==> src/design/ebc_pkg.sv <==
// Purpose: shared constants and types for the external bus control block
// Assumes: one 20 MHz clock, synchronous active-high reset
// Notes:   pin levels are named as driven on the wire (active-low strobes idle at 1)
package ebc_pkg;
   localparam int          DATA_W      = 16;
   localparam int          ADDR_W      = 16;
   localparam int          GP_N        = 4;
   localparam logic [3:0]  GP_DIR_RST  = 4'h0;
   localparam logic [3:0]  GP_VAL_RST  = 4'h0;
   localparam logic        XF_RST      = 1'h0;
   localparam logic        PIN_IDLE    = 1'h1;

   typedef enum logic [1:0] {
      EBC_SP_PROG,
      EBC_SP_DATA,
      EBC_SP_IO
   } ebc_space_t;

   typedef enum logic [1:0] {
      EBC_IDLE,
      EBC_ACCESS,
      EBC_FINISH,
      EBC_HOLD
   } ebc_state_t;
endpackage

==> src/design/ebc_bus_ctrl.sv <==
// Purpose: external bus control pins of the processor: selects, strobes, ready, hold
// Assumes: core requests one external transfer at a time; ready_in synchronous
// Notes:   off_n_in floats outputs combinationally, so it works even during reset
//
// What this block does
// - data select low only for data-space access
// - io select low only for I/O access
// - ready low: wait a cycle, sample again
// - read/write rests high, low only writing
// - read strobe low on every external read
// - write strobe low on writes, data driven
// - bus cycle strobe low only during cycle
// - bus request low on global data access
// - hold floats bus, asserts hold acknowledge
// - external flag is software latched level
// - branch taken when condition input low
// - general pins not in handshake mode come up as inputs
// - general pins: software or handshake lines
// - output disable low floats every output
// - data bus floats unless writing, or reset
`timescale 1ns/100ps
module ebc_bus_ctrl (
   input  wire logic                        clk_in,
   input  wire logic                        sys_rst_in,
   input  wire logic                        off_n_in,
   input  wire logic                        req_in,
   input  wire logic [1:0]                  req_space_in,
   input  wire logic                        req_write_in,
   input  wire logic                        req_global_in,
   input  wire logic [ebc_pkg::ADDR_W-1:0]  req_addr_in,
   input  wire logic [ebc_pkg::DATA_W-1:0]  req_wdata_in,
   output logic                             req_ready_out,
   output logic                             done_out,
   output logic      [ebc_pkg::DATA_W-1:0]  rdata_out,
   input  wire logic                        ready_in,
   input  wire logic                        hold_req_in,
   input  wire logic                        flag_set_in,
   input  wire logic                        flag_clr_in,
   input  wire logic                        branch_poll_in,
   input  wire logic                        branch_condition_input_in,
   output logic                             branch_take_out,
   input  wire logic [ebc_pkg::DATA_W-1:0]  data_bus_lines_in,
   output logic      [ebc_pkg::DATA_W-1:0]  data_bus_lines_out,
   output logic                             data_bus_lines_oe_out,
   output logic      [ebc_pkg::ADDR_W-1:0]  addr_out,
   output logic                             program_space_select_n_out,
   output logic                             data_space_select_n_out,
   output logic                             io_space_select_n_out,
   output logic                             read_write_out,
   output logic                             read_strobe_n_out,
   output logic                             write_strobe_n_out,
   output logic                             bus_cycle_strobe_n_out,
   output logic                             ctl_oe_out,
   output logic                             global_bus_request_n_out,
   output logic                             hold_acknowledge_out,
   output logic                             external_flag_output_out,
   output logic                             mp_oe_out,
   input  wire logic                        gp_dir_wr_in,
   input  wire logic [ebc_pkg::GP_N-1:0]    gp_dir_in,
   input  wire logic                        gp_val_wr_in,
   input  wire logic [ebc_pkg::GP_N-1:0]    gp_val_in,
   input  wire logic [ebc_pkg::GP_N-1:0]    gp_hs_sel_in,
   input  wire logic [ebc_pkg::GP_N-1:0]    gp_hs_dir_in,
   input  wire logic [ebc_pkg::GP_N-1:0]    gp_hs_val_in,
   input  wire logic [ebc_pkg::GP_N-1:0]    general_purpose_pins_in,
   output logic      [ebc_pkg::GP_N-1:0]    general_purpose_pins_out,
   output logic      [ebc_pkg::GP_N-1:0]    general_purpose_pins_oe_out,
   output logic      [ebc_pkg::GP_N-1:0]    gp_read_out
);
   ebc_pkg::ebc_state_t              state_q, state_d;
   ebc_pkg::ebc_space_t              space_q, space_d;
   logic                             write_q, write_d, glob_q, glob_d;
   logic [ebc_pkg::ADDR_W-1:0]       addr_q, addr_d;
   logic [ebc_pkg::DATA_W-1:0]       wdata_q, wdata_d, rdata_q, rdata_d;
   logic                             done_q, done_d;
   logic                             ps_q, ps_d, ds_q, ds_d, is_q, is_d;
   logic                             rw_q, rw_d, rd_q, rd_d, we_q, we_d, bus_cycle_strobe_q, bus_cycle_strobe_d;
   logic                             br_q, br_d, dboe_q, dboe_d, hold_q, hold_d;
   logic                             xf_q, xf_d, brt_q, brt_d;
   logic                             take;

   // one decode for all three selects, so two can never be low together
   function automatic logic sel_n(input ebc_pkg::ebc_state_t st,
                                  input ebc_pkg::ebc_space_t sp,
                                  input ebc_pkg::ebc_space_t want);
      sel_n = !(st == ebc_pkg::EBC_ACCESS && sp == want);
   endfunction

   assign take          = req_in && state_q == ebc_pkg::EBC_IDLE && !hold_req_in;
   assign req_ready_out = state_q == ebc_pkg::EBC_IDLE && !hold_req_in;

   // bus sequencer: next state, latched request and pin levels
   always_comb begin
      state_d = state_q;
      space_d = space_q;
      write_d = write_q;
      glob_d  = glob_q;
      addr_d  = addr_q;
      wdata_d = wdata_q;
      rdata_d = rdata_q;
      done_d  = 1'h0;
      unique case (state_q)
         ebc_pkg::EBC_IDLE: begin
            if (hold_req_in) begin
               state_d = ebc_pkg::EBC_HOLD;
            end else if (req_in) begin
               state_d = ebc_pkg::EBC_ACCESS;
               space_d = ebc_pkg::ebc_space_t'(req_space_in);
               write_d = req_write_in;
               glob_d  = req_global_in && req_space_in == 2'h1;
               addr_d  = req_addr_in;
               wdata_d = req_wdata_in;
            end
         end
         ebc_pkg::EBC_ACCESS: begin
            // ready low keeps the cycle going and samples again next cycle
            if (ready_in) begin
               state_d = ebc_pkg::EBC_FINISH;
               done_d  = 1'h1;
               if (!write_q) begin
                  rdata_d = data_bus_lines_in;
               end
            end
         end
         ebc_pkg::EBC_FINISH: begin
            state_d = ebc_pkg::EBC_IDLE;
         end
         ebc_pkg::EBC_HOLD: begin
            if (!hold_req_in) begin
               state_d = ebc_pkg::EBC_IDLE;
            end
         end
      endcase
      ps_d   = sel_n(state_d, space_d, ebc_pkg::EBC_SP_PROG);
      ds_d   = sel_n(state_d, space_d, ebc_pkg::EBC_SP_DATA);
      is_d   = sel_n(state_d, space_d, ebc_pkg::EBC_SP_IO);
      bus_cycle_strobe_d = state_d != ebc_pkg::EBC_ACCESS;
      rd_d   = !(state_d == ebc_pkg::EBC_ACCESS && !write_d);
      we_d   = !(state_d == ebc_pkg::EBC_ACCESS && write_d);
      // write data held one cycle past the strobe rising edge for the latch
      dboe_d = write_d && (state_d == ebc_pkg::EBC_ACCESS
                           || state_d == ebc_pkg::EBC_FINISH);
      rw_d   = !dboe_d;
      br_d   = !(state_d == ebc_pkg::EBC_ACCESS && glob_d);
      hold_d = state_d == ebc_pkg::EBC_HOLD;
   end

   always_ff @(posedge clk_in) begin
      if (sys_rst_in) begin
         state_q <= ebc_pkg::EBC_IDLE;
         space_q <= ebc_pkg::EBC_SP_PROG;
         write_q <= 1'h0;
         glob_q  <= 1'h0;
         addr_q  <= '0;
         wdata_q <= '0;
         rdata_q <= '0;
         done_q  <= 1'h0;
         ps_q    <= ebc_pkg::PIN_IDLE;
         ds_q    <= ebc_pkg::PIN_IDLE;
         is_q    <= ebc_pkg::PIN_IDLE;
         bus_cycle_strobe_q  <= ebc_pkg::PIN_IDLE;
         rd_q    <= ebc_pkg::PIN_IDLE;
         we_q    <= ebc_pkg::PIN_IDLE;
         rw_q    <= ebc_pkg::PIN_IDLE;
         br_q    <= ebc_pkg::PIN_IDLE;
         dboe_q  <= 1'h0;
         hold_q  <= 1'h0;
      end else begin
         state_q <= state_d;
         space_q <= space_d;
         write_q <= write_d;
         glob_q  <= glob_d;
         addr_q  <= addr_d;
         wdata_q <= wdata_d;
         rdata_q <= rdata_d;
         done_q  <= done_d;
         ps_q    <= ps_d;
         ds_q    <= ds_d;
         is_q    <= is_d;
         bus_cycle_strobe_q  <= bus_cycle_strobe_d;
         rd_q    <= rd_d;
         we_q    <= we_d;
         rw_q    <= rw_d;
         br_q    <= br_d;
         dboe_q  <= dboe_d;
         hold_q  <= hold_d;
      end
   end

   // flag and branch test; set beats clear when both arrive together
   always_comb begin
      xf_d  = flag_set_in ? 1'h1 : (flag_clr_in ? 1'h0 : xf_q);
      brt_d = branch_poll_in && !branch_condition_input_in;
   end

   always_ff @(posedge clk_in) begin
      if (sys_rst_in) begin
         xf_q  <= ebc_pkg::XF_RST;
         brt_q <= 1'h0;
      end else begin
         xf_q  <= xf_d;
         brt_q <= brt_d;
      end
   end

   assign done_out                   = done_q;
   assign rdata_out                  = rdata_q;
   assign branch_take_out            = brt_q;
   assign addr_out                   = addr_q;
   assign data_bus_lines_out         = wdata_q;
   assign data_bus_lines_oe_out      = dboe_q && !sys_rst_in && off_n_in;
   assign program_space_select_n_out = ps_q;
   assign data_space_select_n_out    = ds_q;
   assign io_space_select_n_out      = is_q;
   assign read_write_out             = rw_q;
   assign read_strobe_n_out          = rd_q;
   assign write_strobe_n_out         = we_q;
   assign bus_cycle_strobe_n_out     = bus_cycle_strobe_q;
   assign global_bus_request_n_out   = br_q;
   assign ctl_oe_out                 = off_n_in && !hold_q;
   assign hold_acknowledge_out       = hold_q;
   assign external_flag_output_out   = xf_q;
   assign mp_oe_out                  = off_n_in;

   ebc_gpio u_gpio (
      .clk_in      (clk_in),
      .sys_rst_in  (sys_rst_in),
      .off_n_in    (off_n_in),
      .dir_wr_in   (gp_dir_wr_in),
      .dir_in      (gp_dir_in),
      .val_wr_in   (gp_val_wr_in),
      .val_in      (gp_val_in),
      .hs_sel_in   (gp_hs_sel_in),
      .hs_dir_in   (gp_hs_dir_in),
      .hs_val_in   (gp_hs_val_in),
      .pin_in      (general_purpose_pins_in),
      .pin_out     (general_purpose_pins_out),
      .pin_oe_out  (general_purpose_pins_oe_out),
      .pin_val_out (gp_read_out)
   );
endmodule

==> src/design/ebc_gpio.sv <==
// Purpose: four general-purpose pins, software or serial-handshake controlled
// Assumes: pin inputs synchronous to clk_in
// Notes:   direction and value registers come from the serial port control register
`timescale 1ns/100ps
module ebc_gpio (
   input  wire logic                      clk_in,
   input  wire logic                      sys_rst_in,
   input  wire logic                      off_n_in,
   input  wire logic                      dir_wr_in,
   input  wire logic [ebc_pkg::GP_N-1:0]  dir_in,
   input  wire logic                      val_wr_in,
   input  wire logic [ebc_pkg::GP_N-1:0]  val_in,
   input  wire logic [ebc_pkg::GP_N-1:0]  hs_sel_in,
   input  wire logic [ebc_pkg::GP_N-1:0]  hs_dir_in,
   input  wire logic [ebc_pkg::GP_N-1:0]  hs_val_in,
   input  wire logic [ebc_pkg::GP_N-1:0]  pin_in,
   output logic      [ebc_pkg::GP_N-1:0]  pin_out,
   output logic      [ebc_pkg::GP_N-1:0]  pin_oe_out,
   output logic      [ebc_pkg::GP_N-1:0]  pin_val_out
);
   logic [ebc_pkg::GP_N-1:0] dir_q, dir_d, val_q, val_d, rd_q, rd_d;

   always_comb begin
      dir_d = dir_wr_in ? dir_in : dir_q;
      val_d = val_wr_in ? val_in : val_q;
      rd_d  = pin_in;
   end

   // all pins under software control come up as inputs; handshake pins follow gp_hs_dir_in
   always_ff @(posedge clk_in) begin
      if (sys_rst_in) begin
         dir_q <= ebc_pkg::GP_DIR_RST;
         val_q <= ebc_pkg::GP_VAL_RST;
         rd_q  <= ebc_pkg::GP_VAL_RST;
      end else begin
         dir_q <= dir_d;
         val_q <= val_d;
         rd_q  <= rd_d;
      end
   end

   generate
      for (genvar i = 0; i < ebc_pkg::GP_N; i++) begin : g_pin
         // per pin: software line or serial handshake line
         assign pin_out[i]    = hs_sel_in[i] ? hs_val_in[i] : val_q[i];
         assign pin_oe_out[i] = off_n_in & (hs_sel_in[i] ? hs_dir_in[i] : dir_q[i]);
      end
   endgenerate

   assign pin_val_out = rd_q;
endmodule

==> config.mk <==
export PLATFORM = sky130hd
export DESIGN_NAME = ebc_bus_ctrl
export DESIGN_NICKNAME = d
export VERILOG_FILES = /design/src/design/ebc_pkg.sv /design/src/design/ebc_bus_ctrl.sv /design/src/design/ebc_gpio.sv
export SDC_FILE = /design/constraint.sdc
export NUM_CORES = 1
export LEC_CHECK = 0
export BUFFER_PORTS_ARGS = -buffer_cell sky130_fd_sc_hd__clkbuf_2
export CELL_PAD_IN_SITES_DETAIL_PLACEMENT = 1
export CELL_PAD_IN_SITES_GLOBAL_PLACEMENT = 1
export CORE_MARGIN = 2
export CORE_UTILIZATION = 33
export DETAILED_ROUTE_END_ITERATION = 8
export PLACE_DENSITY = 0.89
export SLEW_MARGIN = 20
export SYNTH_ARGS = -nofsm -noshare
export SYNTH_HDL_FRONTEND = slang
export SYNTH_HIERARCHICAL = 1
export SYNTH_SLANG_ARGS = --single-unit
==> constraint.sdc <==
create_clock -name clk_in -period 3.58 [get_ports clk_in]
set_clock_uncertainty 0.05 [all_clocks]
set_input_delay 0.716 -clock clk_in [delete_from_list [all_inputs] [get_ports clk_in]]
set_output_delay 0.716 -clock clk_in [all_outputs]
set_load 0.02 [all_outputs]
==> results of run 1 <==
==> kinds of logic after synthesis <==
kind of cell               share of synthesized area
adders and majority gates                   0.008466
xor gates and xnor gates                    0.002964
AOI/OAI and AO/OA                             0.1054
DFF                                           0.5351
buffers and inverters                        0.05884
and+or+nand+nor                               0.2261
muxes                                        0.06308
==> cell type report <==
cell class	instances	area share
Inverter	4	0.003762
Timing Repair Buffer	167	0.2119
Multi-Input combinational cell	226	0.3022
Tap cell	108	0.03386
Clock buffer	11	0.03793
Sequential cell	79	0.3962
Clock inverter	5	0.01411
==> routing by layer <==
| metal | GRT usage | routed length [um] | vias up |
|---|---|---|---|
| li1 | - | - | 1390 |
| met1 | 0.2019 | 3415 | 1288 |
| met2 | 0.2873 | 3905 | 107 |
| met3 | 0.06596 | 717 | 4 |
| met4 | 0.04426 | 65 | 0 |
| met5 | 0 | 0 | - |
==> report_power, final <==
group | switching (W) | total (W) | internal [W]
Combinational | 0.000186 | 0.000313 | 0.000127
Sequential | 0.0000309 | 0.000959 | 0.000928
Clock | 0.000324 | 0.000684 | 0.000359
Total | 0.000541 | 0.00196 | 0.00141
==> final timing paths <==
kind,to,cells past startpoint
max,general_purpose_pins_out[1],3
min,rdata_out[6]$_SDFFE_PP0P_,2
max reg2reg,global_bus_request_n_out$_SDFF_PP1_,6
min reg2reg,rdata_out[6]$_SDFFE_PP0P_,2
==> through the flow <==
step	utilization	hold slack (ns)	cell area, sq um	total power, W	setup WS [ns]
global route	0.4577	0.4304	3991	0.002069	1.240
global placement	0.4339	0.3910	3784	0.001284	1.272
CTS	0.4577	0.4085	3991	0.001991	1.470
finish	0.4577	0.4069	3991	0.001956	1.501
detailed placement	0.4339	0.3978	3784	0.001299	1.196
floorplan	-	0.3908	2955	0.001175	1.446
==> synthesized netlist by cell type, types with 2 or more instances <==
master | n | area, sq um
nand2_1 | 105 | 394.1
dfxtp_1 | 79 | 1582
a21oi_1 | 52 | 260.3
mux2i_1 | 13 | 130.1
nor2_1 | 13 | 48.80
nor2b_1 | 13 | 81.33
clkbuf_1 | 9 | 33.78
buf_2 | 6 | 30.03
buf_6 | 6 | 67.56
mux2_2 | 5 | 56.30
inv_1 | 4 | 15.01
buf_4 | 3 | 22.52
nor3_1 | 3 | 15.01
nor3b_1 | 3 | 22.52
ha_1 | 2 | 25.02
nor3b_2 | 2 | 25.02
o21ai_1 | 2 | 10.01
==> worst register-to-register path, stage by stage (launching register included) <==
cell      delay, ns
dfxtp_1        0.55
nand3b_1       0.21
a21boi_0       0.33
ha_1           0.21
nor2b_1        0.34
inv_1          0.11
a21o_1         0.17
==> flip-flops by register name, summed over array words and instances (netlist names), 2 cells and up <==
name	count
space_q	2
u_gpio/dir_q	4
state_q	2
data_bus_lines_out	16
rdata_out	16
u_gpio/val_q	4
u_gpio/pin_val_out	4
addr_out	16
==> results.sh, run 1 <==
export IMPL_num_nets_final=577
export IMPL_grt_ovfl_total=0
export IMPL_core_area_sq_um=8721
export IMPL_postRouteAntennaNets=0
export IMPL_slowest_stage="mux2_2"
export IMPL_worst_path_dominant_cell_family="multiplexers"
export IMPL_min_from="rdata_out[6]$_SDFFE_PP0P_"
export IMPL_syn_num_nets=424
export IMPL_hold_viol=0
export IMPL_cts_clk_slew_worst_paths_ns=0.08
export IMPL_hold_buffers=0
export IMPL_die_area_sq_um=9729
export IMPL_portBuffers=163
export IMPL_cts_resized=0
export IMPL_vdd_drop_max_mv=0.1972
export IMPL_syn_area_sq_um=2955
export IMPL_first_iter_violations=33
export IMPL_regArea_sq_um=1582
export IMPL_num_vias=2789
export IMPL_place_congestion=0.7539
export IMPL_max_freq_mhz=480.9
export IMPL_drt_wl_total_mm=8.104
export IMPL_htreeDepth=3
export IMPL_io_pins=164
export IMPL_worst_path_max_fanout=2
export IMPL_crit_buf_inv=2
export IMPL_route_detailed_drc=0
export IMPL_setup_viol=0
export IMPL_numCtsBuffers=9
export IMPL_firstDrtPassIters=4
export IMPL_start_util=0.3389
export IMPL_worstSetupStartpoint="gp_hs_sel_in[1]"
export IMPL_final_common_cell="clkbuf_2"
export IMPL_finalCritPeriodShare=0.5808
export IMPL_cp_arrival_ns=1.31
export IMPL_dp_cells=584
export IMPL_cp_start_kind="input port"
export IMPL_crit_chain="clkbuf_2 > mux2_2 > clkbuf_2"
export IMPL_synthCells=334
export IMPL_post_cts_buffers=0
export IMPL_cap_violations=0
export IMPL_clock_path_buffers=2
export IMPL_avgSynthCellArea_sq_um=8.848
export IMPL_diodes=0
export IMPL_required_ns=2.81
export IMPL_ys_seq_area_frac=0.5351
export IMPL_clkLatencyLatePin_ns=0.34
export IMPL_drive_above_1_share=0.3963
export IMPL_fill_cells=1089
export IMPL_maxSlewHeadroom=0.5068
export IMPL_tightest_slew_ns=0.7398
export IMPL_dp_hpwl_mm=6.160
export IMPL_cts_root_buf="clkbuf_8"
export IMPL_grt_max_degree=73
export IMPL_synthArstFlopShare=0
export IMPL_area_delta_synth_final_pct=35.06
export IMPL_r2r_slack_ns=1.51
export IMPL_grt_use_total=0.1695
export IMPL_final_cell_mix="clkbuf_2 (163), nand2_1 (105), dfxtp_1 (79)"
export IMPL_grt_pass1_wl_mm=13.36
export IMPL_cp_common_cell="clkbuf_2"
export IMPL_antenna_found_initial=0
export IMPL_die_w_um=98.64
export IMPL_powerDensity_nw_per_um2=490.0
export IMPL_period_minus_slack_ns=2.079
export IMPL_grt_setup_unrepaired="false"
export IMPL_avgRoutedWirePerCell_um=13.51
export IMPL_rr_startpoint="state_q[1]$_SDFF_PP0_"
export IMPL_outcome="finished clean"
export IMPL_ys_types=31
export IMPL_slowest_delay_ns=0.33
export IMPL_synth_edf_count=0
export IMPL_tns_ns=0
export IMPL_ys_ff_latch=79
export IMPL_hold_class="reg2reg"
export IMPL_cp_end_kind="output pin"
export IMPL_multi_input_area_sq_um=1206
export IMPL_clock_sinks=79
export IMPL_die_h_um=98.64
export IMPL_row_count=34
export IMPL_tritoncts="yes"
export IMPL_slew_viol_final=0
export IMPL_synth_flop_cell="dfxtp_1"
export IMPL_grt_pass1_vias=2880
export IMPL_fin_cells=600
export IMPL_synth_warnings=6
export IMPL_criticalPathCategory="in2out"
export IMPL_via_per_inst=4.648
export IMPL_leakagePower_nw=1.845
No activity file was read; power rests on OpenSTA's default activity.
==> inputs of run 2 (changes only) <==
--- a/config.mk
+++ b/config.mk
@@ -9,9 +9,9 @@
 export CELL_PAD_IN_SITES_DETAIL_PLACEMENT = 1
 export CELL_PAD_IN_SITES_GLOBAL_PLACEMENT = 1
 export CORE_MARGIN = 2
-export CORE_UTILIZATION = 33
+export CORE_UTILIZATION = 31
 export DETAILED_ROUTE_END_ITERATION = 8
-export PLACE_DENSITY = 0.89
+export PLACE_DENSITY = 0.85
 export SLEW_MARGIN = 20
 export SYNTH_ARGS = -nofsm -noshare
 export SYNTH_HDL_FRONTEND = slang
==> constraint.sdc (replaced) <==
create_clock -name clk_in -period 2.1 [get_ports clk_in]
set_clock_uncertainty 0.05 [all_clocks]
set_input_delay 0.42 -clock clk_in [delete_from_list [all_inputs] [get_ports clk_in]]
set_output_delay 0.42 -clock clk_in [all_outputs]
set_load 0.02 [all_outputs]
==> run 2 against run 1 <==
Compared with the run above:
- sequential power grew 71%
- clock power is 40% higher
- global-route usage decreased by 1.1 points
- non-clock buffer count rose by 2
- final cell count up 3.7%
- sequential share of layout area is 0.17 points lower
- setup slack lost 1.3 ns
- die area is 6.2% higher
- hold slack worse by 0.21 ns
- register-to-register slack worse by 1.3 ns
- critical path type is now reg2reg
- highest routed layer unchanged
==> results.sh, run 2 (synthesis gave the netlist of run 1 again) <==
export IMPL_outcome="finished clean"
export IMPL_max_freq_mhz=530.2
export IMPL_drive_above_1_share=0.3976
export IMPL_top_layer_used="met4"
export IMPL_clock_sinks=79
export IMPL_cts_resized=0
export IMPL_grt_use_total=0.1589
export IMPL_grt_pass1_wl_mm=13.12
export IMPL_period_minus_slack_ns=1.886
export IMPL_grt_ovfl_total=0
export IMPL_final_cell_mix="clkbuf_2 (163), nand2_1 (105), dfxtp_1 (79)"
export IMPL_post_cts_buffers=0
export IMPL_powerDensity_nw_per_um2=784.4
export IMPL_cts_root_buf="clkbuf_8"
export IMPL_via_per_inst=4.476
export IMPL_multi_input_area_sq_um=1215
export IMPL_cp_arrival_ns=2.07
export IMPL_clkLatencyLatePin_ns=0.33
export IMPL_required_ns=2.29
export IMPL_numCtsBuffers=9
export IMPL_die_w_um=101.6
export IMPL_route_met3_wl_um=633
export IMPL_portBuffers=163
export IMPL_final_common_cell="clkbuf_2"
export IMPL_fill_cells=1172
export IMPL_first_iter_violations=42
export IMPL_area_delta_synth_final_pct=35.65
export IMPL_tns_ns=0
export IMPL_clock_path_buffers=2
export IMPL_grt_setup_unrepaired="false"
export IMPL_grt_max_degree=42
export IMPL_grt_pass1_vias=2896
export IMPL_cts_clk_slew_worst_paths_ns=0.08
export IMPL_route_detailed_drc=0
export IMPL_firstDrtPassIters=4
export IMPL_hold_buffers=0
export IMPL_diodes=0
export IMPL_fin_util=0.4339
export IMPL_die_area_sq_um=10330
export IMPL_setup_viol=0
export IMPL_start_util=0.3198
export IMPL_core_area_sq_um=9240
export IMPL_num_vias=2784
export IMPL_num_nets_final=579
export IMPL_regArea_sq_um=1582
export IMPL_postRouteAntennaNets=0
export IMPL_drt_wl_total_mm=8.251
export IMPL_vdd_drop_max_mv=0.3025
export IMPL_place_congestion=0.7464
export IMPL_antenna_found_initial=0
export IMPL_row_count=35
export IMPL_worst_path_max_fanout=9
export IMPL_dr_wl_met2_mm=4.121
export IMPL_tightest_slew_ns=0.7038
export IMPL_wl_met1_mm=3.414
export IMPL_slew_viol_final=0
export IMPL_hold_class="in2reg"
export IMPL_htreeDepth=3
export IMPL_hold_viol=0
export IMPL_io_pins=164
export IMPL_cap_violations=0
export IMPL_r2r_slack_ns=0.21
export IMPL_cp_start_kind="register"
export IMPL_tritoncts="yes"
export IMPL_dp_hpwl_mm=6.346
export IMPL_finalCritPeriodShare=0.8981
export IMPL_leakagePower_nw=1.847
export IMPL_maxSlewHeadroom=0.5281
export IMPL_criticalPathCategory="reg2reg"
export IMPL_avgRoutedWirePerCell_um=13.27
export IMPL_cp_end_kind="register"
export IMPL_die_h_um=101.6
==> run 2: cell type report <==
class	count	share of cell area
Multi-Input combinational cell	226	0.3031
Clock buffer	10	0.03433
Tap cell	129	0.04026
Inverter	4	0.003745
Timing Repair Buffer	169	0.2179
Sequential cell	79	0.3945
Clock inverter	5	0.006242
==> run 2: stage by stage <==
step	power, W	setup slack (ns)	hold WS [ns]	instance area [sq um]	instances
6_report	0.003145	0.2139	0.1940	4009	622
3_5_place_dp	0.002232	0.09293	0.3977	3846	607
4_1_cts	0.003215	0.09760	0.1703	4009	622
2_1_floorplan	0.002003	0.4355	0.3908	2955	334
5_1_grt	0.003330	0.07612	0.1951	4009	622
3_3_place_gp	0.002208	0.2523	0.3910	3846	607
==> run 2: worst max-delay path: stages, from the launching register on <==
cell	delay, ns
dfxtp_1	0.57
nand3b_1	0.21
a21boi_1	0.31
ha_1	0.20
nor2b_1	0.12
buf_4	0.14
inv_1	0.05
a21o_1	0.14
==> run 2: path summary, 6_finish.rpt <==
path | from | to | cells after the start
hold reg to reg | addr_out[0]$_SDFFE_PP0P_ | addr_out[0]$_SDFFE_PP0P_ | 2
setup reg to reg | state_q[1]$_SDFF_PP0_ | global_bus_request_n_out$_SDFF_PP1_ | 7
setup / recovery | state_q[1]$_SDFF_PP0_ | global_bus_request_n_out$_SDFF_PP1_ | 7
hold / removal | branch_condition_input_in | branch_take_out$_SDFF_PP0_ | 2
==> run 2: report_power, final <==
group / internal, W / switching [W] / leakage (nW)
clock network: 0.000445 / 0.000513 / 0.0914
logic: 0.000227 / 0.000324 / 1.11
registers: 0.00158 / 0.0000533 / 0.645
==> run 2: routing by layer <==
layer | vias up | GRT usage
met5 | - | 0
met4 | 0 | 0.04366
met3 | 11 | 0.04003
met2 | 104 | 0.2915
met1 | 1282 | 0.1819
li1 | 1387 | -
==> inputs of run 3 (changes only) <==
--- a/config.mk
+++ b/config.mk
@@ -5,13 +5,15 @@
 export SDC_FILE = /design/constraint.sdc
 export NUM_CORES = 1
 export LEC_CHECK = 0
+export ABC_AREA = 1
 export BUFFER_PORTS_ARGS = -buffer_cell sky130_fd_sc_hd__clkbuf_2
+export CAP_MARGIN = 20
 export CELL_PAD_IN_SITES_DETAIL_PLACEMENT = 1
 export CELL_PAD_IN_SITES_GLOBAL_PLACEMENT = 1
 export CORE_MARGIN = 2
-export CORE_UTILIZATION = 31
+export CORE_UTILIZATION = 30
 export DETAILED_ROUTE_END_ITERATION = 8
-export PLACE_DENSITY = 0.85
+export PLACE_DENSITY = 0.84
 export SLEW_MARGIN = 20
 export SYNTH_ARGS = -nofsm -noshare
 export SYNTH_HDL_FRONTEND = slang
==> run 3 against run 2 <==
Compared with the run above:
- global-route usage is 1.2 points higher
- sequential share of layout area fell by 2.0 points
- setup slack gained 0.18 ns
- critical path depth down 3
- wire length increased by 14%
- design area grew 5.4%
- largest power group unchanged
==> results.sh, run 3 <==
export IMPL_cts_resized=0
export IMPL_hold_viol=0
export IMPL_grt_max_degree=33
export IMPL_cp_end_kind="output pin"
export IMPL_cts_clk_slew_worst_paths_ns=0.09
export IMPL_synth_warnings=6
export IMPL_avgSynthCellArea_sq_um=7.414
export IMPL_ys_seq_area_frac=0.5128
export IMPL_outcome="finished clean"
export IMPL_cp_arrival_ns=1.23
export IMPL_ys_ff_latch=79
export IMPL_drt_wl_total_mm=9.446
export IMPL_regArea_sq_um=1582
export IMPL_avgRoutedWirePerCell_um=13.14
export IMPL_grt_pass1_vias=3241
export IMPL_grt_ovfl_total=0
export IMPL_criticalPathCategory="reg2out"
export IMPL_htreeDepth=3
export IMPL_vdd_drop_max_mv=0.3121
export IMPL_numCtsBuffers=9
export IMPL_num_vias=3189
export IMPL_hold_depth=2
export IMPL_leakagePower_nw=2.183
export IMPL_final_common_cell="clkbuf_2"
export IMPL_tritoncts="yes"
export IMPL_place_congestion=0.7906
export IMPL_route_detailed_drc=0
export IMPL_place_ws_ns=0.4159
export IMPL_powerDensity_nw_per_um2=837.0
export IMPL_slew_viol_final=0
export IMPL_die_h_um=105.4
export IMPL_cts_root_buf="clkbuf_8"
export IMPL_firstDrtPassIters=4
export IMPL_max_freq_mhz=586.7
export IMPL_grtUsageMet3=0.04082
export IMPL_diodes=0
export IMPL_row_count=37
export IMPL_synth_flop_cell="dfxtp_1"
export IMPL_hold_buffers=0
export IMPL_slowest_stage="dfxtp_1"
export IMPL_synth_edf_count=0
export IMPL_post_cts_buffers=0
export IMPL_yosys_top_cells_area="dfxtp_1 (51%), nor2_1 (16%), nand2_1 (7.8%)"
export IMPL_grt_use_total=0.1709
export IMPL_start_util=0.3042
export IMPL_synth_common_cells="nor2_1 (130), dfxtp_1 (79), nand2_1 (64)"
export IMPL_crit_chain="nor2_4 > inv_1 > nor2_1 > clkbuf_2"
export IMPL_yosys_area_top_type_share=0.5128
export IMPL_die_area_sq_um=11110
export IMPL_postRouteAntennaNets=0
export IMPL_via_per_inst=4.435
export IMPL_num_nets_final=668
export IMPL_period_minus_slack_ns=1.704
export IMPL_area_delta_synth_final_pct=37.00
export IMPL_io_pins=164
export IMPL_gr_usage_met2=0.3000
export IMPL_slowest_delay_ns=0.37
export IMPL_syn_num_nets=506
export IMPL_required_ns=1.63
export IMPL_setup_slack_ns=0.3956
export IMPL_die_w_um=105.4
export IMPL_drive_above_1_share=0.3499
export IMPL_tightest_slew_ns=0.3837
export IMPL_r2r_slack_ns=0.48
export IMPL_maxSlewHeadroom=0.7436
export IMPL_antenna_found_initial=0
export IMPL_core_area_sq_um=10140
export IMPL_synth_largest_area_cell="dfxtp_1"
export IMPL_setup_viol=0
export IMPL_fill_cells=1346
export IMPL_clkLatencyLatePin_ns=0.35
export IMPL_first_iter_violations=111
export IMPL_portBuffers=163
export IMPL_clock_path_buffers=2
export IMPL_top_usage_layer="met2"
export IMPL_clock_sinks=79
export IMPL_dp_hpwl_mm=7.436
export IMPL_rr_worst_depth=8
export IMPL_cp_start_kind="register"
export IMPL_grt_setup_unrepaired="false"
export IMPL_grt_pass1_wl_mm=15.06
export IMPL_cap_violations=0
export IMPL_worst_path_max_fanout=7
export IMPL_synthCells=416
export IMPL_tns_ns=0
export IMPL_hold_class="in2reg"
export IMPL_use_met1=0.1930
export IMPL_hold_ws_ns=0.1818
export IMPL_multi_input_area_sq_um=1241
export IMPL_synthArstFlopShare=0
export IMPL_syn_area_sq_um=3084
export IMPL_ys_types=23
export IMPL_synthMostInstantiatedCell="nor2_1"
export IMPL_final_cell_mix="clkbuf_2 (163), nor2_1 (130), dfxtp_1 (79)"
export IMPL_finalCritPeriodShare=0.8116
-- run 3: cell type report --
cell class                      instances  share of cell area
Multi-Input combinational cell        279              0.2938
Clock buffer                           10             0.03257
Clock inverter                          6             0.01599
Tap cell                              136             0.04027
Inverter                               39             0.03465
Sequential cell                        79              0.3743
Timing Repair Buffer                  170              0.2085
-- run 3: metal layers --
| metal | part of all wire | wire [um] |
|---|---|---|
| met3 | 0.059 | 561 |
| met5 | 0 | 0 |
| met2 | 0.50 | 4770 |
| met4 | 0.023 | 219 |
| met1 | 0.41 | 3894 |
-- run 3: worst paths after layout --
| path | from | to |
|---|---|---|
| setup / recovery | state_q[1]$_SDFF_PP0_ | req_ready_out |
| hold / removal | branch_condition_input_in | branch_take_out$_SDFF_PP0_ |
| setup reg to reg | state_q[1]$_SDFF_PP0_ | program_space_select_n_out$_SDFF_PP1_ |
| hold reg to reg | u_gpio/val_q[1]$_SDFFE_PP0P_ | u_gpio/val_q[1]$_SDFFE_PP0P_ |
-- run 3: power by group --
part           switching, W  total, W  internal (W)  leakage (nW)
logic              0.000441  0.000695      0.000255          1.44
registers         0.0000645   0.00168       0.00161         0.649
clock network      0.000578   0.00117      0.000588        0.0993
total               0.00108   0.00354       0.00245          2.18
-- run 3: cell families after synthesis --
kind of cell	count (synthesis)	share of synthesized area
compound gates	42	0.06856
flops	79	0.5128
buf+inv	58	0.08478
simple gates	235	0.3258
fa+ha+maj	2	0.008112
-- run 3: per-stage QoR --
stage                     area [sq um]  total power, W  std cells  utilization
after floorplan                   3084        0.002131        416            -
after global placement            4020        0.002381        703       0.3965
after detailed placement          4020        0.002415        703       0.3965
after CTS                         4225        0.003599        719       0.4168
after global routing              4225        0.003746        719       0.4168
final                             4225        0.003537        719       0.4168
-- run 3: critical path, delay by kind of cell, from the launching register on --
family                 cells  cell delay, ns
buffers and inverters      2            0.23
DFF                        1            0.37
and+or+nand+nor            2            0.28
